==> config.mk <==
export PLATFORM = sky130hd
export DESIGN_NAME = alarm_exc
export DESIGN_NICKNAME = d
export VERILOG_FILES = /design/src/alarm_exc_pkg.sv /design/src/alarm_exc.sv
export SDC_FILE = /design/constraint.sdc
export NUM_CORES = 1
export LEC_CHECK = 0
export ABC_CLOCK_PERIOD_IN_PS = 3700
export BUFFER_PORTS_ARGS = -buffer_cell sky130_fd_sc_hd__buf_2
export CORE_AREA = 2 2 148 150
export DETAILED_ROUTE_END_ITERATION = 6
export DIE_AREA = 0 0 150 152
export PLACE_DENSITY_LB_ADDON = 0.05
export SKIP_CTS_REPAIR_TIMING = 1
export SLEW_MARGIN = 10
export SYNTH_ARGS = -nofsm -noshare
export SYNTH_HDL_FRONTEND = slang
export SYNTH_SLANG_ARGS = --single-unit
export TNS_END_PERCENT = 30
==> constraint.sdc <==
create_clock -name aclk -period 3.7 [get_ports aclk]
set_input_delay 0.37 -clock aclk [delete_from_list [all_inputs] [get_ports aclk]]
set_output_delay 0.37 -clock aclk [all_outputs]
set_load 0.05 [all_outputs]
==> src/alarm_exc_pkg.sv <==
// How it works
// - status bit 5: 0 issues m code at start, 1 after positioning done
// - status bit 4: 1 enables m code output, 0 disables it
// - status bits 2:1: none, continue, cycle end; 11 is illegal
// - a query that cannot be processed gets an exception response
// - exception frame: station, fc, code, crc low then high
// - exception fc is the query fc with bit 7 set
// - code 01h for any fc outside 01h,03h,05h,08h,0fh,10h
// - code 02h for unknown register or write to read-only register
// - code 02h for unknown coil or write to read-only coil
// - code 03h for bad register count, byte count or write value
// - code 03h for bad coil count, byte count or single coil value
// - a resettable alarm clears on release of an alarm-reset pulse
// - up and down keys held one second on alarm screen resets
// - overcurrent, overspeed, overload and similar alarms clear on reset
// - encoder, circuit, memory and similar alarms stay until power cycle
// - absolute data lost and multiturn overflow clear on position preset
// - after a successful reset the display returns to the initial item
// - alarm code sits in low byte of a zero-filled 32-bit word
`default_nettype none
package alarm_exc_pkg;
    // ****************************************
    // register map
    // ****************************************
    localparam logic [7:0] REG_QUERY   = 8'h00; // rw: fc, station
    localparam logic [7:0] REG_CHECK   = 8'h04; // rw: check flags, go (go reads back 0)
    localparam logic [7:0] REG_EXC     = 8'h08; // r: exception frame info
    localparam logic [7:0] REG_CRC     = 8'h0c; // r: crc bytes
    localparam logic [7:0] REG_POS     = 8'h10; // rw: positioning status
    localparam logic [7:0] REG_POSDEC  = 8'h14; // r: decoded status
    localparam logic [7:0] REG_ALARM   = 8'h18; // r: present alarm code
    localparam logic [7:0] REG_DISP    = 8'h1c; // rw: initial display item
    localparam logic [7:0] REG_IRQ_ST  = 8'h20; // r, read clears
    localparam logic [7:0] REG_IRQ_MSK = 8'h24; // rw
    localparam logic [1:0] RESP_OKAY   = 2'h0;
    localparam logic [1:0] RESP_SLVERR = 2'h2;
    // ****************************************
    // field positions and codes
    // ****************************************
    localparam int          POS_MTIME  = 5;
    localparam int          POS_MEN    = 4;
    localparam int          POS_STEP_L = 1;
    localparam logic [7:0]  POS_RST    = 8'h01;
    localparam logic [1:0]  STEP_NONE  = 2'h0;
    localparam logic [1:0]  STEP_ILL   = 2'h3;
    localparam logic [7:0]  EXC_FC     = 8'h01;
    localparam logic [7:0]  EXC_ADDR   = 8'h02;
    localparam logic [7:0]  EXC_DATA   = 8'h03;
    localparam logic [7:0]  FC_ERR_BIT = 8'h80;
    localparam logic [15:0] CRC_INIT   = 16'hffff;
    localparam logic [15:0] CRC_POLY   = 16'ha001;
    localparam logic [7:0]  ALARM_NONE = 8'h00;
    localparam logic [7:0]  DISP_RST   = 8'h00;
    // ****************************************
    // timing
    // ****************************************
    localparam int          CLK_MHZ    = 200;
    localparam int          HOLD_MS    = 1000;
    localparam int          HOLD_CYC   = HOLD_MS * CLK_MHZ * 1000;
    // ****************************************
    // types
    // ****************************************
    typedef enum logic [1:0] {
        EX_IDLE = 2'b00,
        EX_CRC  = 2'b01,
        EX_DONE = 2'b10
    } exc_state_e;
    typedef struct packed {
        logic addr_unknown;
        logic addr_read_only;
        logic count_bad;
        logic byte_count_bad;
        logic value_bad;
    } check_s;
    typedef struct packed {
        logic       mcode_after;
        logic       mcode_en;
        logic [1:0] step;
        logic       step_illegal;
    } pos_dec_s;
endpackage
`default_nettype wire

==> src/alarm_exc.sv <==
// The register addresses and the AXI4-Lite slave port were chosen for this implementation.
`timescale 1ns/1ps
`default_nettype none
module alarm_exc #(
    parameter int HOLD_CYCLES = alarm_exc_pkg::HOLD_CYC
) (
    input  wire logic        aclk,
    input  wire logic        aresetn,
    input  wire logic [7:0]  s_axi_awaddr,
    input  wire logic        s_axi_awvalid,
    output logic             s_axi_awready,
    input  wire logic [31:0] s_axi_wdata,
    input  wire logic [3:0]  s_axi_wstrb,
    input  wire logic        s_axi_wvalid,
    output logic             s_axi_wready,
    output logic [1:0]       s_axi_bresp,
    output logic             s_axi_bvalid,
    input  wire logic        s_axi_bready,
    input  wire logic [7:0]  s_axi_araddr,
    input  wire logic        s_axi_arvalid,
    output logic             s_axi_arready,
    output logic [31:0]      s_axi_rdata,
    output logic [1:0]       s_axi_rresp,
    output logic             s_axi_rvalid,
    input  wire logic        s_axi_rready,
    input  wire logic [7:0]  alarm_detect_code,
    input  wire logic        alarm_detect,
    input  wire logic        alarm_reset_pin,
    input  wire logic        key_up,
    input  wire logic        key_down,
    input  wire logic        alarm_screen,
    input  wire logic        position_preset,
    output logic [7:0]       display_item,
    output logic             irq
);
    import alarm_exc_pkg::*;

    // ****************************************
    // functions
    // ****************************************
    function automatic logic fc_supported(input logic [7:0] fc);
        fc_supported = (fc == 8'h01) || (fc == 8'h03) || (fc == 8'h05) ||
                       (fc == 8'h08) || (fc == 8'h0f) || (fc == 8'h10);
    endfunction

    function automatic logic alarm_resettable(input logic [7:0] c);
        case (c)
            8'h01, 8'h02, 8'h12, 8'h03, 8'h05, 8'h0d, 8'h0f, 8'h10,
            8'h21, 8'h04, 8'h25, 8'h26, 8'h20, 8'h2f, 8'h2e:
                alarm_resettable = 1'b1;
            default: alarm_resettable = 1'b0;
        endcase
    endfunction

    function automatic logic alarm_presettable(input logic [7:0] c);
        alarm_presettable = (c == 8'h28) || (c == 8'h29) ||
                            (c == 8'h2a) || (c == 8'h2b);
    endfunction

    function automatic logic [15:0] crc_byte(input logic [15:0] c,
                                             input logic [7:0] b);
        logic [15:0] r;
        r = c ^ {8'h00, b};
        for (int i = 0; i < 8; i++) begin
            r = r[0] ? ((r >> 1) ^ CRC_POLY) : (r >> 1);
        end
        crc_byte = r;
    endfunction

    // ****************************************
    // pin synchronisers
    // ****************************************
    logic [4:0] sync1_q, sync2_q, sync1_d;
    logic       rst_pin_s, up_s, down_s, screen_s, preset_s;
    assign sync1_d = {alarm_reset_pin, key_up, key_down,
                      alarm_screen, position_preset};
    assign {rst_pin_s, up_s, down_s, screen_s, preset_s} = sync2_q;

    always_ff @(posedge aclk) begin
        if (!aresetn) begin
            sync1_q <= 5'h00;
            sync2_q <= 5'h00;
        end else begin
            sync1_q <= sync1_d;
            sync2_q <= sync1_q;
        end
    end

    // ****************************************
    // axi4-lite slave
    // ****************************************
    logic        aw_q, aw_d, w_q, w_d, bv_q, bv_d, rv_q, rv_d;
    logic [7:0]  awa_q, awa_d;
    logic [31:0] wd_q, wd_d, rd_q, rd_d;
    logic [1:0]  br_q, br_d, rr_q, rr_d;
    logic        wr_fire, rd_fire;
    logic [7:0]  query_fc_q, query_fc_d, station_q, station_d;
    check_s      check_q, check_d;
    logic        go;
    logic [7:0]  pos_q, pos_d, disp_cfg_q, disp_cfg_d;
    logic [2:0]  msk_q, msk_d, st_q, st_d;
    logic [7:0]  alarm_q, alarm_d;
    logic [7:0]  exc_fc_q, exc_fc_d, exc_code_q, exc_code_d;
    logic        exc_valid_q, exc_valid_d;
    logic [15:0] crc_q, crc_d;
    exc_state_e  ex_q, ex_d;
    logic [1:0]  crc_idx_q, crc_idx_d;
    pos_dec_s    dec;
    assign wr_fire = aw_q && w_q && !bv_q;
    assign rd_fire = s_axi_arvalid && !rv_q;
    always_comb begin
        {aw_d, w_d, bv_d, rv_d} = {aw_q, w_q, bv_q, rv_q};
        {br_d, rr_d, awa_d} = {br_q, rr_q, awa_q};
        {wd_d, rd_d} = {wd_q, rd_q};
        {query_fc_d, station_d, check_d} = {query_fc_q, station_q, check_q};
        {pos_d, disp_cfg_d, msk_d} = {pos_q, disp_cfg_q, msk_q};
        go = 1'b0;
        if (s_axi_awvalid && !aw_q) begin
            aw_d = 1'b1;
            awa_d = s_axi_awaddr;
        end
        if (s_axi_wvalid && !w_q) begin
            w_d = 1'b1;
            wd_d = s_axi_wdata;
        end
        if (wr_fire) begin
            aw_d = 1'b0;
            w_d = 1'b0;
            bv_d = 1'b1;
            br_d = RESP_OKAY;
            if (awa_q == REG_QUERY) begin
                query_fc_d = wd_q[7:0];
                station_d = wd_q[15:8];
            end else if (awa_q == REG_CHECK) begin
                check_d = wd_q[4:0];
                go = wd_q[8];
            end else if (awa_q == REG_POS) begin
                pos_d = wd_q[7:0] & 8'h37; // bits 7, 6 and 3 fixed 0
            end else if (awa_q == REG_DISP) begin
                disp_cfg_d = wd_q[7:0];
            end else if (awa_q == REG_IRQ_MSK) begin
                msk_d = wd_q[2:0];
            end else if (awa_q == REG_EXC || awa_q == REG_CRC ||
                         awa_q == REG_POSDEC || awa_q == REG_ALARM ||
                         awa_q == REG_IRQ_ST) begin
                br_d = RESP_OKAY; // read-only, write ignored
            end else begin
                br_d = RESP_SLVERR;
            end
        end else if (bv_q && s_axi_bready) begin
            bv_d = 1'b0;
        end
        if (rd_fire) begin
            rv_d = 1'b1;
            rr_d = RESP_OKAY;
            rd_d = 32'h0000_0000;
            if (s_axi_araddr == REG_QUERY) begin
                rd_d = {16'h0000, station_q, query_fc_q};
            end else if (s_axi_araddr == REG_CHECK) begin
                rd_d = {27'h0, check_q};
            end else if (s_axi_araddr == REG_EXC) begin
                rd_d = {7'h00, exc_valid_q, exc_code_q, exc_fc_q, station_q};
            end else if (s_axi_araddr == REG_CRC) begin
                rd_d = {16'h0000, crc_q[15:8], crc_q[7:0]};
            end else if (s_axi_araddr == REG_POS) begin
                rd_d = {24'h0, pos_q};
            end else if (s_axi_araddr == REG_POSDEC) begin
                rd_d = {27'h0, dec};
            end else if (s_axi_araddr == REG_ALARM) begin
                rd_d = {24'h000000, alarm_q};
            end else if (s_axi_araddr == REG_DISP) begin
                rd_d = {24'h0, disp_cfg_q};
            end else if (s_axi_araddr == REG_IRQ_ST) begin
                rd_d = {29'h0, st_q};
            end else if (s_axi_araddr == REG_IRQ_MSK) begin
                rd_d = {29'h0, msk_q};
            end else begin
                rr_d = RESP_SLVERR;
            end
        end else if (rv_q && s_axi_rready) begin
            rv_d = 1'b0;
        end
    end

    always_ff @(posedge aclk) begin
        if (!aresetn) begin
            {aw_q, w_q, bv_q, rv_q} <= 4'h0;
            {br_q, rr_q} <= {RESP_OKAY, RESP_OKAY};
            {awa_q, wd_q, rd_q} <= 72'h0;
            {query_fc_q, station_q, check_q} <= 21'h0;
            pos_q <= POS_RST;
            disp_cfg_q <= DISP_RST;
            msk_q <= 3'h0;
        end else begin
            {aw_q, w_q, bv_q, rv_q} <= {aw_d, w_d, bv_d, rv_d};
            {br_q, rr_q, awa_q} <= {br_d, rr_d, awa_d};
            {wd_q, rd_q} <= {wd_d, rd_d};
            {query_fc_q, station_q} <= {query_fc_d, station_d};
            check_q <= check_d;
            {pos_q, disp_cfg_q, msk_q} <= {pos_d, disp_cfg_d, msk_d};
        end
    end
    // skid-free: ready only while the channel slot is empty
    assign s_axi_awready = !aw_q;
    assign s_axi_wready  = !w_q;
    assign s_axi_arready = !rv_q;
    assign s_axi_bvalid  = bv_q;
    assign s_axi_bresp   = br_q;
    assign s_axi_rvalid  = rv_q;
    assign s_axi_rresp   = rr_q;
    assign s_axi_rdata   = rd_q;

    // ****************************************
    // positioning status decode
    // ****************************************
    always_comb begin
        dec.mcode_after  = pos_q[POS_MTIME];
        dec.mcode_en     = pos_q[POS_MEN];
        dec.step         = pos_q[POS_STEP_L +: 2];
        dec.step_illegal = (pos_q[POS_STEP_L +: 2] == STEP_ILL);
    end

    // ****************************************
    // exception response builder
    // ****************************************
    logic [7:0] crc_in;
    always_comb begin
        ex_d = ex_q;
        exc_fc_d = exc_fc_q;
        exc_code_d = exc_code_q;
        exc_valid_d = exc_valid_q;
        crc_d = crc_q;
        crc_idx_d = crc_idx_q;
        crc_in = station_q;
        case (ex_q)
            EX_IDLE: begin
                if (go) begin
                    exc_valid_d = 1'b1;
                    exc_fc_d = query_fc_q | FC_ERR_BIT;
                    if (!fc_supported(query_fc_q)) begin
                        exc_code_d = EXC_FC;
                    end else if (check_d.addr_unknown ||
                                 check_d.addr_read_only) begin
                        exc_code_d = EXC_ADDR;
                    end else if (check_d.count_bad ||
                                 check_d.byte_count_bad ||
                                 check_d.value_bad) begin
                        exc_code_d = EXC_DATA;
                    end else begin
                        exc_valid_d = 1'b0; // normal path, no exception
                    end
                    crc_d = CRC_INIT;
                    crc_idx_d = 2'd0;
                    ex_d = EX_CRC;
                end
            end
            EX_CRC: begin
                if (crc_idx_q == 2'd0) begin
                    crc_in = station_q;
                end else if (crc_idx_q == 2'd1) begin
                    crc_in = exc_fc_q;
                end else begin
                    crc_in = exc_code_q;
                end
                crc_d = crc_byte(crc_q, crc_in);
                crc_idx_d = crc_idx_q + 2'd1;
                if (crc_idx_q == 2'd2) begin
                    ex_d = EX_DONE;
                end
            end
            default: begin
                ex_d = EX_IDLE;
            end
        endcase
    end

    always_ff @(posedge aclk) begin
        if (!aresetn) begin
            ex_q <= EX_IDLE;
            exc_fc_q <= 8'h00;
            exc_code_q <= 8'h00;
            exc_valid_q <= 1'b0;
            crc_q <= CRC_INIT;
            crc_idx_q <= 2'd0;
        end else begin
            ex_q <= ex_d;
            exc_fc_q <= exc_fc_d;
            exc_code_q <= exc_code_d;
            exc_valid_q <= exc_valid_d;
            crc_q <= crc_d;
            crc_idx_q <= crc_idx_d;
        end
    end

    // ****************************************
    // alarm latch and clearing
    // ****************************************
    logic        rst_pin_dly_q, rst_pin_dly_d;
    logic [31:0] hold_q, hold_d;
    logic        key_fired_q, key_fired_d;
    logic        reset_req, clr_ok, preset_clr, both_keys;
    logic [7:0]  disp_q, disp_d;
    logic [2:0]  ev;

    assign both_keys = up_s && down_s && screen_s;
    always_comb begin
        rst_pin_dly_d = rst_pin_s;
        hold_d = both_keys ? ((hold_q < HOLD_CYCLES) ? hold_q + 32'd1
                                                      : hold_q)
                           : 32'd0;
        key_fired_d = both_keys && (key_fired_q || hold_d >= HOLD_CYCLES);
        reset_req = (rst_pin_dly_q && !rst_pin_s) ||
                    (both_keys && !key_fired_q &&
                     hold_d >= HOLD_CYCLES);
        clr_ok = reset_req && alarm_resettable(alarm_q);
        preset_clr = preset_s && alarm_presettable(alarm_q);
        alarm_d = alarm_q;
        if (alarm_q == ALARM_NONE) begin
            if (alarm_detect) begin
                alarm_d = alarm_detect_code;
            end
        end else if (clr_ok || preset_clr) begin
            alarm_d = ALARM_NONE;
        end
        disp_d = clr_ok ? disp_cfg_q : disp_q;
        ev = {ex_q == EX_CRC && crc_idx_q == 2'd2 && exc_valid_q,
              clr_ok || preset_clr,
              alarm_q == ALARM_NONE && alarm_detect};
        st_d = (rd_fire && s_axi_araddr == REG_IRQ_ST) ? ev : (st_q | ev);
    end
    always_ff @(posedge aclk) begin
        if (!aresetn) begin
            {rst_pin_dly_q, key_fired_q, irq} <= 3'h0;
            hold_q <= 32'd0;
            alarm_q <= ALARM_NONE;
            disp_q <= DISP_RST;
            st_q <= 3'h0;
        end else begin
            {rst_pin_dly_q, key_fired_q} <= {rst_pin_dly_d, key_fired_d};
            hold_q <= hold_d;
            alarm_q <= alarm_d;
            disp_q <= disp_d;
            st_q <= st_d;
            irq <= |(st_d & msk_q);
        end
    end
    assign display_item = disp_q;

    // ****************************************
    // assertions
    // ****************************************
    property p_exc_fc;
        @(posedge aclk) disable iff (!aresetn)
        (ex_q == EX_IDLE && go) |=> exc_fc_q == ($past(query_fc_q) | 8'h80);
    endproperty
    a_exc_fc: assert property (p_exc_fc) else $error("fc msb not set");
    property p_bad_fc;
        @(posedge aclk) disable iff (!aresetn)
        (ex_q == EX_IDLE && go && !fc_supported(query_fc_q))
        |=> exc_code_q == 8'h01 && exc_valid_q;
    endproperty
    a_bad_fc: assert property (p_bad_fc) else $error("bad fc code");
    property p_addr;
        @(posedge aclk) disable iff (!aresetn)
        (ex_q == EX_IDLE && go && fc_supported(query_fc_q) &&
         check_d.addr_unknown) |=> exc_code_q == 8'h02;
    endproperty
    a_addr: assert property (p_addr) else $error("addr code");
    property p_crc_done;
        @(posedge aclk) disable iff (!aresetn)
        (ex_q == EX_IDLE && go) |=> ex_q == EX_CRC [*3] ##1 ex_q == EX_DONE;
    endproperty
    a_crc_done: assert property (p_crc_done) else $error("crc timing");
    property p_hold_alarm;
        @(posedge aclk) disable iff (!aresetn)
        (alarm_q != 8'h00 && !clr_ok && !preset_clr) |=> $stable(alarm_q);
    endproperty
    a_hold_alarm: assert property (p_hold_alarm) else $error("alarm moved");
    property p_no_clear;
        @(posedge aclk) disable iff (!aresetn)
        (alarm_q == 8'h08 && !preset_s) |=> alarm_q == 8'h08;
    endproperty
    a_no_clear: assert property (p_no_clear) else $error("fatal cleared");
    property p_pin_clear;
        @(posedge aclk) disable iff (!aresetn)
        (rst_pin_dly_q && !rst_pin_s && alarm_q == 8'h01) |=> alarm_q == 8'h00;
    endproperty
    a_pin_clear: assert property (p_pin_clear) else $error("no clear");
    property p_disp;
        @(posedge aclk) disable iff (!aresetn)
        clr_ok |=> display_item == $past(disp_cfg_q);
    endproperty
    a_disp: assert property (p_disp) else $error("display item");
    c_exc: cover property (@(posedge aclk) ex_q == EX_DONE && exc_valid_q);
    c_clear: cover property (@(posedge aclk) clr_ok);
    c_preset: cover property (@(posedge aclk) preset_clr);
endmodule
`default_nettype wire

After elaboration in Yosys (flattened, before gate mapping)
Memory sizes are Yosys's and may differ from the RTL's. A register that Yosys moved wholly into a read port is not among the register bits.
Cells that the tools add are included.
{"block": "classes", "multipliers": 0, "addsub": 2, "mux": 69, "eq_ne": 36, "shifts": 0, "n_reduce_logical": 64, "bitwise_logic": 16, "order_cmp": 2, "n_div": 0}
{"cell": "16-bit 2-to-1 mux", "n": 10}
{"cell": "8-bit 2-to-1 mux", "n": 13}
{"cell": "25-bit 2-to-1 mux", "n": 3}
{"cell": "8-bit by 5-bit equality test with 1-bit output (second input constant)", "n": 9}
{"cell": "8-bit by 6-bit equality test with 1-bit output (second input constant)", "n": 8}
{"cell": "32-bit 2-to-1 mux", "n": 2}
{"cell": "8-bit by 4-bit equality test with 1-bit output (second input constant)", "n": 6}
{"cell": "2-bit 2-to-1 mux", "n": 19}
{"cell": "32-bit by 1-bit adder with 32-bit output (second input constant)", "n": 1}
{"cell": "32-bit by 28-bit greater-or-equal comparator with 1-bit output (second input constant)", "n": 1}
{"cell": "32-bit by 28-bit less-than comparator with 1-bit output (second input constant)", "n": 1}
{"cell": "16-bit case mux with 2 select lines", "n": 1}
{"cell": "8-bit by 3-bit equality test with 1-bit output (second input constant)", "n": 3}
{"cell": "8-bit zero test", "n": 3}
{"cell": "2-bit NOT with 3-bit output", "n": 8}
{"cell": "1-bit logical AND", "n": 19}
{"cell": "1-bit logical OR", "n": 18}
{"cell": "16-bit by 8-bit XOR with 16-bit output", "n": 1}
{"cell": "5-bit 2-to-1 mux", "n": 3}
{"cell": "6-bit 2-to-1 mux", "n": 2}
{"cell": "1-bit 2-to-1 mux", "n": 11}
{"cell": "2-bit AND reduction", "n": 5}
{"cell": "3-bit 2-to-1 mux", "n": 3}
{"cell": "8-bit by 1-bit equality test with 1-bit output (second input constant)", "n": 1}
{"cell": "19 further kinds", "n": 38}
{"block": "totals", "elab_cells": 224, "inputBits": 73, "register_bits": 202, "output_inout_bits": 50, "rom_bits": 64, "mem_count": 1, "mem_bits_rw": 0, "latchBits": 0}
{"name": "(no name shown)", "depth": 64, "width": 1, "rd": 1, "rd_clocked_by_memory_dff": 1, "write_ports": 0, "line": "alarm_exc.sv:47", "source": "case (c)"}

Depth between registers and ports, before layout
Gate-level depths: netlist (run 1).
{"block": "depth", "ltp_word": 22, "ltp_mapped": 17, "depth_no_buf": 16}

Worst setup path before layout (run 1)
Ideal clock, no wire load.
{"block": "synth_path", "kind": "reg-to-reg", "startpoint": "register hold_q[18]", "endpoint": "register (tool-made name)", "n_path_buf": 2, "setup_time_ps": 128, "arrival_time_ps": 3326, "t_required_ps": 3572, "stages_incl_launch_ff": 17, "period_less_slack_ps": 3454, "setup_slack_ps": 246, "path_cell_list": "dfxtp_1 > buf_6 > or4b_1 > a211o_1 > o21ai_2 > buf_4 > nor3_1 > xnor2_2 > nor4_4 > o2111ai_2 > a32oi_1 > o21ai_1 > and2_1 > inv_1 > ha_1 > o31ai_1 > o32ai_1"}
{"item": "from (decl)", "line": "alarm_exc.sv:299", "source": "logic [31:0] hold_q, hold_d;"}
{"item": "from (signal assigned)", "line": "alarm_exc.sv:340", "source": "hold_q <= hold_d;"}

==> flow_results.xml, run 1 <==
<?xml version="1.0" encoding="UTF-8"?>
<metrics>
  <group name="hold_path">
    <metric name="hold_class" unit="">input pin to flop</metric>
  </group>
  <group name="clock_tree">
    <metric name="clock_tree_from_tritoncts" unit="">yes</metric>
    <metric name="clock-root-buffer" unit="">sky130_fd_sc_hd__clkbuf_16</metric>
    <metric name="worstSkewPairLatency" unit="ns">0.44</metric>
    <metric name="max_clock_buf_depth" unit="">2</metric>
    <metric name="path_clk_slew" unit="ns">0.08</metric>
    <metric name="tritoncts_num_sinks" unit="">182</metric>
    <metric name="cts_max_level" unit="">4</metric>
    <metric name="cts_made_buffers" unit="">17</metric>
  </group>
  <group name="timing">
    <metric name="timing.clock.skew" unit="ns">0.0145</metric>
    <metric name="worst_slew_pin_slew" unit="ns">0.979</metric>
    <metric name="hold_slack" unit="ns">0.0972</metric>
    <metric name="max_freq" unit="GHz">0.268</metric>
    <metric name="rsz0062_at_grt" unit="">yes</metric>
    <metric name="setup_viol_count_final" unit="">1</metric>
    <metric name="layout_min_cycle_time" unit="ns">3.73</metric>
    <metric name="finalHoldViolCount" unit="">0</metric>
    <metric name="finalCritPeriodShare" unit="">1.01</metric>
    <metric name="final_count_of_pins_violating_max_slew" unit="">0</metric>
    <metric name="worst_slew_margin_rel" unit="">0.346</metric>
    <metric name="final_worst_slack" unit="ns">-0.0289</metric>
  </group>
  <group name="drt">
    <metric name="antenna_violating_nets_post_route" unit="">0</metric>
    <metric name="drc" unit="">0</metric>
    <metric name="wirelength" unit="µm">23500</metric>
    <metric name="avgRoutedWirePerCell" unit="µm">16.7</metric>
    <metric name="vias" unit="">7298</metric>
    <metric name="dr.first_iter.drc_count" unit="">350</metric>
    <metric name="firstDrtPassIters" unit="">5</metric>
    <metric name="drt-vias-per-instance" unit="">5.19</metric>
  </group>
  <group name="run">
    <metric name="maxCapViolations" unit="">0</metric>
  </group>
  <group name="global_route">
    <metric name="groute.usage.overall" unit="">0.212</metric>
    <metric name="antenna_violations_before_repair" unit="">0</metric>
    <metric name="first_global_vias" unit="">7015</metric>
    <metric name="grt_overflow_total" unit="">0</metric>
    <metric name="maximum_number_of_pins_on_one_net_before_global_route_repair" unit="">67</metric>
    <metric name="grt_first_pass_wirelength" unit="µm">38200</metric>
  </group>
  <group name="synthesis">
    <metric name="most_frequently_used_cell_type_in_the_post_synthesis_netlist" unit="">sky130_fd_sc_hd__dfxtp_1</metric>
    <metric name="ys_types" unit="">75</metric>
    <metric name="netlist_instances" unit="">1014</metric>
    <metric name="synthTopCellsByArea" unit="">sky130_fd_sc_hd__dfxtp_1, sky130_fd_sc_hd__nand2_1, sky130_fd_sc_hd__nor2_1</metric>
    <metric name="synth_seq_area_share" unit="">0.433</metric>
    <metric name="synthesis_stage_register_bit_count" unit="">182</metric>
    <metric name="post_synth_instance_area" unit="µm²">8410</metric>
    <metric name="post_synth_edffs" unit="">0</metric>
    <metric name="synth.cells.most_frequent" unit="">sky130_fd_sc_hd__dfxtp_1, sky130_fd_sc_hd__nand2_1, sky130_fd_sc_hd__nor2_1</metric>
    <metric name="synthFlopType" unit="">sky130_fd_sc_hd__dfxtp_1</metric>
    <metric name="syn_avg_cell_area" unit="µm²">8.29</metric>
    <metric name="total_number_of_yosys_warnings" unit="">0</metric>
    <metric name="synth_top_area_frac" unit="">0.433</metric>
    <metric name="post-synth-top-area-cell" unit="">sky130_fd_sc_hd__dfxtp_1</metric>
    <metric name="synth_async_sr_flop_share" unit="">0</metric>
  </group>
  <group name="power">
    <metric name="internal_power" unit="mW">3.21</metric>
    <metric name="cellPowerDensity" unit="nW/µm²">446</metric>
    <metric name="p_leak" unit="nW">3.92</metric>
    <metric name="power.switching" unit="mW">1.23</metric>
    <metric name="sequentialPowerShare" unit="">0.469</metric>
    <metric name="worst_supply_voltage_drop_on_vdd" unit="µV">265</metric>
    <metric name="netSwitchingFraction" unit="">0.278</metric>
    <metric name="share_clk_of_total_power" unit="">0.427</metric>
    <metric name="combPwrFrac" unit="">0.103</metric>
  </group>
  <group name="floorplan">
    <metric name="dieHeight" unit="µm">152</metric>
    <metric name="row_count" unit="">54</metric>
    <metric name="io_pins" unit="">123</metric>
    <metric name="initial_core_util" unit="">0.394</metric>
    <metric name="dieArea" unit="µm²">22800</metric>
    <metric name="die_x" unit="µm">150</metric>
    <metric name="placeableCoreArea" unit="µm²">21400</metric>
  </group>
  <group name="layout">
    <metric name="finish.instance_area" unit="µm²">9950</metric>
    <metric name="fill_cells" unit="">2132</metric>
    <metric name="number_of_nets_in_the_layout" unit="">1190</metric>
    <metric name="drive_gt1_frac" unit="">0.183</metric>
    <metric name="insertedDiodeCount" unit="">0</metric>
    <metric name="area_delta_synth_final" unit="%">18.4</metric>
  </group>
  <group name="outcome">
    <metric name="outcome" unit="">finished with violations</metric>
    <metric name="failing_checks" unit="">setup timing</metric>
  </group>
  <group name="setup_path">
    <metric name="arrival_worst_endpoint" unit="ns">4.04</metric>
    <metric name="crit_path_start" unit="">hold_q[26]$_SDFF_PN0_</metric>
    <metric name="rr_worst_depth" unit="">17</metric>
    <metric name="cp_data_required_time" unit="ns">4.01</metric>
    <metric name="cp-start-kind" unit="">flop</metric>
    <metric name="crit_fanout" unit="">6</metric>
    <metric name="worstSetupEndpointType" unit="">flop</metric>
    <metric name="reg2reg_setup_slack" unit="ns">-0.03</metric>
    <metric name="timing_worst_setup_path_type" unit="">flop to flop</metric>
    <metric name="regToRegStartpoint" unit="">hold_q[26]$_SDFF_PN0_</metric>
  </group>
  <group name="placed_design">
    <metric name="routabilityCongestion" unit="">0.830</metric>
    <metric name="dp.final_hpwl" unit="µm">16600</metric>
    <metric name="postPlaceCellArea" unit="µm²">9320</metric>
    <metric name="port-buffer-count" unit="">87</metric>
  </group>
</metrics>
## registers in the layout, indices dropped and copies added, names as in the netlist, 3 cells and up, named ones only
| register | flops |
|---|---|
| exc_fc_q | 8 |
| wd_q | 16 |
| hold_q | 32 |
| crc_q | 16 |
| query_fc_q | 8 |
| sync2_q | 5 |
| display_item | 8 |
| station_q | 8 |
| st_q | 3 |
| msk_q | 3 |
| s_axi_rdata | 19 |
| pos_q | 5 |
| check_q | 5 |
| disp_cfg_q | 8 |
| alarm_q | 8 |
| sync1_q | 5 |
| awa_q | 8 |
## critical path, cell delays in order (launching register included)
cell	delay, ns
sky130_fd_sc_hd__dfxtp_1	0.31
sky130_fd_sc_hd__or4b_1	0.54
sky130_fd_sc_hd__a211o_1	0.33
sky130_fd_sc_hd__o211ai_4	0.27
sky130_fd_sc_hd__nor4_1	0.09
sky130_fd_sc_hd__buf_4	0.14
sky130_fd_sc_hd__o22ai_2	0.19
sky130_fd_sc_hd__nor4_4	0.07
sky130_fd_sc_hd__buf_4	0.15
sky130_fd_sc_hd__a21oi_2	0.22
sky130_fd_sc_hd__a32oi_1	0.13
sky130_fd_sc_hd__buf_4	0.16
sky130_fd_sc_hd__o21ai_1	0.15
sky130_fd_sc_hd__and2_1	0.16
sky130_fd_sc_hd__inv_1	0.05
sky130_fd_sc_hd__ha_1	0.29
sky130_fd_sc_hd__o31ai_1	0.22
sky130_fd_sc_hd__o32ai_1	0.11
## cell families (layout without fill, tap and decap cells)
family          Yosys count  count (layout)  synth area share
simple gates            435             435             0.238
compound gates          189             189             0.149
flops                   182             182             0.433
buf+inv                 102             199            0.0549
mux                      55              55            0.0686
xor+xnor                 45              45            0.0478
fa+ha+maj                 5               5           0.00744
other cells               1              15          0.000446
## layout by cell type (no fill, tap or decap), drive strengths merged, types with 8 or more instances in the layout
cell type,Yosys,layout
dfxtp,182,182
buf,23,140
nor3,34,34
mux2i,43,43
conb,1,15
nand3,21,21
xnor2,22,22
nor2b,8,8
mux2,11,11
a31oi,10,10
clkbuf,52,18
nand4,14,14
nand2,148,148
xor2,23,23
nor2,137,137
nor4,13,13
o21ai,48,48
a221oi,13,13
and3,19,19
inv,27,34
a21oi,62,62
and2,20,20
## power by group through the flow
stage | Combinational [mW] | Clock, mW | Sequential (mW)
6_report | 0.459 | 1.90 | 2.08
5_1_grt | 0.503 | 2.03 | 2.09
4_1_cts | 0.463 | 1.94 | 2.08
3_5_place_dp | 0.461 | 0 | 2.13
3_3_place_gp | 0.459 | 0 | 2.13
2_1_floorplan | 0.291 | 0 | 2.15
## worst min-delay path by stage
| stage | slack (ns) | cells after the start | from | to |
|---|---|---|---|---|
| final | 0.1 | 2 | s_axi_rready | s_axi_rvalid$_SDFFE_PN0P_ |
| after global routing | 0.08 | 2 | s_axi_rready | s_axi_rvalid$_SDFFE_PN0P_ |
| after CTS | 0.09 | 2 | s_axi_rready | s_axi_rvalid$_SDFFE_PN0P_ |
| after detailed placement | 0.42 | 1 | sync1_q[0]$_SDFF_PN0_ | sync2_q[0]$_SDFF_PN0_ |
| after global placement | 0.41 | 1 | sync1_q[0]$_SDFF_PN0_ | sync2_q[0]$_SDFF_PN0_ |
| after floorplan | 0.41 | 1 | sync1_q[0]$_SDFF_PN0_ | sync2_q[0]$_SDFF_PN0_ |
## per-stage QoR
step / util / instances / power (mW) / worst slack (ns) / TNS [ns]
2_1_floorplan: - / 1028 / 2.45 / 0.246 / 0
3_3_place_gp: 0.437 / 1373 / 2.59 / -0.108 / -0.217
3_5_place_dp: 0.437 / 1373 / 2.59 / -0.112 / -0.366
4_1_cts: 0.465 / 1405 / 4.48 / -0.139 / -0.609
5_1_grt: 0.466 / 1405 / 4.63 / -0.188 / -0.188
6_report: 0.466 / 1405 / 4.44 / -0.0289 / -0.0289
## per-layer routing
| layer | up-vias | wire [µm] | global-route usage |
|---|---|---|---|
| met4 | 0 | 485 | 0.0656 |
| met3 | 31 | 871 | 0.0333 |
| li1 | 3692 | - | - |
| met5 | - | 0 | 0 |
| met2 | 169 | 10900 | 0.349 |
| met1 | 3406 | 11200 | 0.284 |
## area by class of cell
class	instances	area, µm²	area share
Clock buffer	18	429	0.0431
Multi-Input combinational cell	744	4380	0.440
Sequential cell	182	3640	0.366
Inverter	27	103	0.0103
Clock inverter	14	178	0.0179
Tap cell	280	350	0.0352
Timing Repair Buffer	140	871	0.0875
Note: power is estimated with default switching activity, not from simulation.
==> run 2, diff against run 1 <==
--- a/config.mk
+++ b/config.mk
@@ -7,10 +7,10 @@
 export LEC_CHECK = 0
 export ABC_CLOCK_PERIOD_IN_PS = 3700
 export BUFFER_PORTS_ARGS = -buffer_cell sky130_fd_sc_hd__buf_2
-export CORE_AREA = 2 2 148 150
+export CORE_AREA = 2 2 131 133
 export DETAILED_ROUTE_END_ITERATION = 6
-export DIE_AREA = 0 0 150 152
-export PLACE_DENSITY_LB_ADDON = 0.05
+export DIE_AREA = 0 0 133 135
+export PLACE_DENSITY = 0.81
 export SKIP_CTS_REPAIR_TIMING = 1
 export SLEW_MARGIN = 10
 export SYNTH_ARGS = -nofsm -noshare
==> run 2 against run 1 <==
Final cell count is 5.1% lower. Register-to-register slack better by 0.02 ns. The run still ends with setup timing left. Non-clock buffer count decreased by 11. Critical path depth fell by 1. Global-route usage grew 3.1 points. Hold slack better by 0.015 ns. Fmax rose by 0.47%. Via count is 4.9% higher. Highest routed layer unchanged.
==> flow_results.xml, run 2 (synthesized netlist as in run 1, its figures left out) <==
<?xml version="1.0" encoding="UTF-8"?>
<metrics>
  <group name="outcome">
    <metric name="outcome" unit="">finished with violations</metric>
    <metric name="failing_checks" unit="">setup timing</metric>
  </group>
  <group name="drt">
    <metric name="antenna_violating_nets_post_route" unit="">0</metric>
    <metric name="wirelength" unit="µm">22000</metric>
    <metric name="drc" unit="">0</metric>
    <metric name="drt-vias-per-instance" unit="">5.74</metric>
    <metric name="firstDrtPassIters" unit="">6</metric>
    <metric name="avgRoutedWirePerCell" unit="µm">16.5</metric>
    <metric name="dr.first_iter.drc_count" unit="">775</metric>
    <metric name="vias" unit="">7655</metric>
  </group>
  <group name="global_route">
    <metric name="grt_overflow_total" unit="">0</metric>
    <metric name="antenna_violations_before_repair" unit="">0</metric>
    <metric name="first_global_vias" unit="">7125</metric>
    <metric name="maximum_number_of_pins_on_one_net_before_global_route_repair" unit="">66</metric>
    <metric name="grt_first_pass_wirelength" unit="µm">35100</metric>
    <metric name="groute.usage.overall" unit="">0.243</metric>
  </group>
  <group name="timing">
    <metric name="worst_slew_pin_slew" unit="ns">0.985</metric>
    <metric name="layout_min_cycle_time" unit="ns">3.71</metric>
    <metric name="setup_viol_count_final" unit="">1</metric>
    <metric name="final_count_of_pins_violating_max_slew" unit="">0</metric>
    <metric name="max_freq" unit="GHz">0.269</metric>
    <metric name="final.setup.tns" unit="ns">-0.0115</metric>
    <metric name="finalHoldViolCount" unit="">0</metric>
    <metric name="timing.clock.skew" unit="ns">0.00836</metric>
    <metric name="rsz0062_at_grt" unit="">yes</metric>
    <metric name="final_worst_slack" unit="ns">-0.0115</metric>
    <metric name="finalCritPeriodShare" unit="">1.00</metric>
    <metric name="worst_slew_margin_rel" unit="">0.343</metric>
  </group>
  <group name="placed_design">
    <metric name="dp.final_hpwl" unit="µm">14900</metric>
    <metric name="minimum_setup_slack_after_placement" unit="ns">-0.132</metric>
    <metric name="postPlaceCellArea" unit="µm²">9050</metric>
    <metric name="dp.cells" unit="">1292</metric>
    <metric name="port-buffer-count" unit="">87</metric>
    <metric name="routabilityCongestion" unit="">0.891</metric>
  </group>
  <group name="clock_tree">
    <metric name="path_clk_slew" unit="ns">0.07</metric>
    <metric name="worstSkewPairLatency" unit="ns">0.44</metric>
    <metric name="cts_max_level" unit="">4</metric>
    <metric name="clock-root-buffer" unit="">sky130_fd_sc_hd__clkbuf_16</metric>
    <metric name="cts_made_buffers" unit="">17</metric>
    <metric name="tritoncts_num_sinks" unit="">182</metric>
    <metric name="clock_tree_from_tritoncts" unit="">yes</metric>
    <metric name="max_clock_buf_depth" unit="">2</metric>
  </group>
  <group name="layout">
    <metric name="insertedDiodeCount" unit="">0</metric>
    <metric name="finish.instance_area" unit="µm²">9950</metric>
    <metric name="layout.cells.most_common_list" unit="">sky130_fd_sc_hd__dfxtp_1, sky130_fd_sc_hd__nand2_1, sky130_fd_sc_hd__nor2_1</metric>
    <metric name="largest_reg_flops" unit="">32</metric>
    <metric name="area_delta_synth_final" unit="%">18.4</metric>
    <metric name="drive_gt1_frac" unit="">0.196</metric>
    <metric name="largest-register" unit="">hold_q</metric>
    <metric name="layoutNonFillerInstCount" unit="">1334</metric>
    <metric name="number_of_nets_in_the_layout" unit="">1179</metric>
    <metric name="layout.cells.most_common" unit="">sky130_fd_sc_hd__dfxtp_1</metric>
  </group>
  <group name="floorplan">
    <metric name="row_count" unit="">47</metric>
    <metric name="placeableCoreArea" unit="µm²">16400</metric>
    <metric name="io_pins" unit="">123</metric>
    <metric name="die_x" unit="µm">133</metric>
    <metric name="initial_core_util" unit="">0.512</metric>
    <metric name="dieHeight" unit="µm">135</metric>
    <metric name="dieArea" unit="µm²">18000</metric>
  </group>
  <group name="power">
    <metric name="cellPowerDensity" unit="nW/µm²">452</metric>
    <metric name="p_leak" unit="nW">3.90</metric>
    <metric name="worst_supply_voltage_drop_on_vdd" unit="µV">373</metric>
    <metric name="fin_total_pwr" unit="mW">4.50</metric>
  </group>
  <group name="hold_path">
    <metric name="hold_path_startpoint" unit="">s_axi_rready</metric>
    <metric name="hold_class" unit="">input pin to flop</metric>
  </group>
  <group name="run">
    <metric name="maxCapViolations" unit="">0</metric>
  </group>
  <group name="setup_path">
    <metric name="timing_worst_setup_path_type" unit="">flop to flop</metric>
    <metric name="crit_path_start" unit="">hold_q[26]$_SDFF_PN0_</metric>
    <metric name="cp_data_required_time" unit="ns">4.02</metric>
    <metric name="arrival_worst_endpoint" unit="ns">4.03</metric>
    <metric name="reg2reg_setup_slack" unit="ns">-0.01</metric>
    <metric name="worstSetupEndpointType" unit="">flop</metric>
    <metric name="rr_worst_depth" unit="">16</metric>
    <metric name="regToRegStartpoint" unit="">hold_q[26]$_SDFF_PN0_</metric>
    <metric name="crit_fanout" unit="">6</metric>
    <metric name="cp-start-kind" unit="">flop</metric>
  </group>
</metrics>
==> run 2: changes by cell type in the layout (fill, tap and decap cells not counted), sizes merged <==
cell      before  now
clkinv         3    2
clkinvlp       2    3
bufinv         2    3
inv           34   33
buf          140  129
==> run 2: worst max-delay path, cell delays in order, from the launching register on <==
cell,delay (ns)
sky130_fd_sc_hd__dfxtp_1,0.31
sky130_fd_sc_hd__or4b_4,0.54
sky130_fd_sc_hd__a211o_4,0.32
sky130_fd_sc_hd__o21ai_4,0.29
sky130_fd_sc_hd__buf_6,0.16
sky130_fd_sc_hd__buf_4,0.13
sky130_fd_sc_hd__o41a_1,0.18
sky130_fd_sc_hd__a21o_1,0.13
sky130_fd_sc_hd__a21oi_2,0.06
sky130_fd_sc_hd__a21oi_2,0.20
sky130_fd_sc_hd__a32oi_2,0.17
sky130_fd_sc_hd__buf_4,0.17
sky130_fd_sc_hd__o21ai_2,0.14
sky130_fd_sc_hd__buf_4,0.15
sky130_fd_sc_hd__or3b_1,0.36
sky130_fd_sc_hd__o221ai_2,0.18
sky130_fd_sc_hd__o32ai_2,0.11
==> run 2: layout make-up <==
type | count | area, µm²
Multi-Input combinational cell | 744 | 4530
Sequential cell | 182 | 3650
Timing Repair Buffer | 129 | 766
Clock buffer | 18 | 439
Fill cell | 1365 | 6460
Inverter | 27 | 101
Tap cell | 220 | 275
Clock inverter | 14 | 191
==> run 2: per-stage QoR <==
step	hold WS [ns]	util
CTS	0.109	0.590
global route	0.108	0.606
floorplan	0.412	-
global placement	0.413	0.552
finish	0.112	0.606
detailed placement	0.421	0.552
==> run 2: worst min-delay path by stage <==
stage	endpoint	slack [ns]	cells past startpoint
after global routing	s_axi_rvalid$_SDFFE_PN0P_	0.11	2
after global placement	sync2_q[3]$_SDFF_PN0_	0.41	1
after detailed placement	sync2_q[1]$_SDFF_PN0_	0.42	1
final	s_axi_rvalid$_SDFFE_PN0P_	0.11	2
after CTS	s_axi_rvalid$_SDFFE_PN0P_	0.11	2
after floorplan	sync2_q[0]$_SDFF_PN0_	0.41	1
==> run 2: power breakdown <==
| group | internal (mW) | leakage (nW) | switching [mW] |
|---|---|---|---|
| sequential | 2.02 | 1.48 | 0.0621 |
| combinational | 0.165 | 2.12 | 0.317 |
| clock | 1.10 | 0.301 | 0.828 |
==> run 2: metal layers <==
| metal | part of all wire | GRT usage | up-vias | wire length [µm] |
|---|---|---|---|---|
| met3 | 0.069 | 0.0492 | 85 | 1520 |
| li1 | - | - | 3680 | - |
| met5 | 0 | 0 | - | 0 |
| met4 | 0.045 | 0.128 | 0 | 993 |
| met2 | 0.47 | 0.401 | 343 | 10300 |
| met1 | 0.42 | 0.300 | 3547 | 9150 |
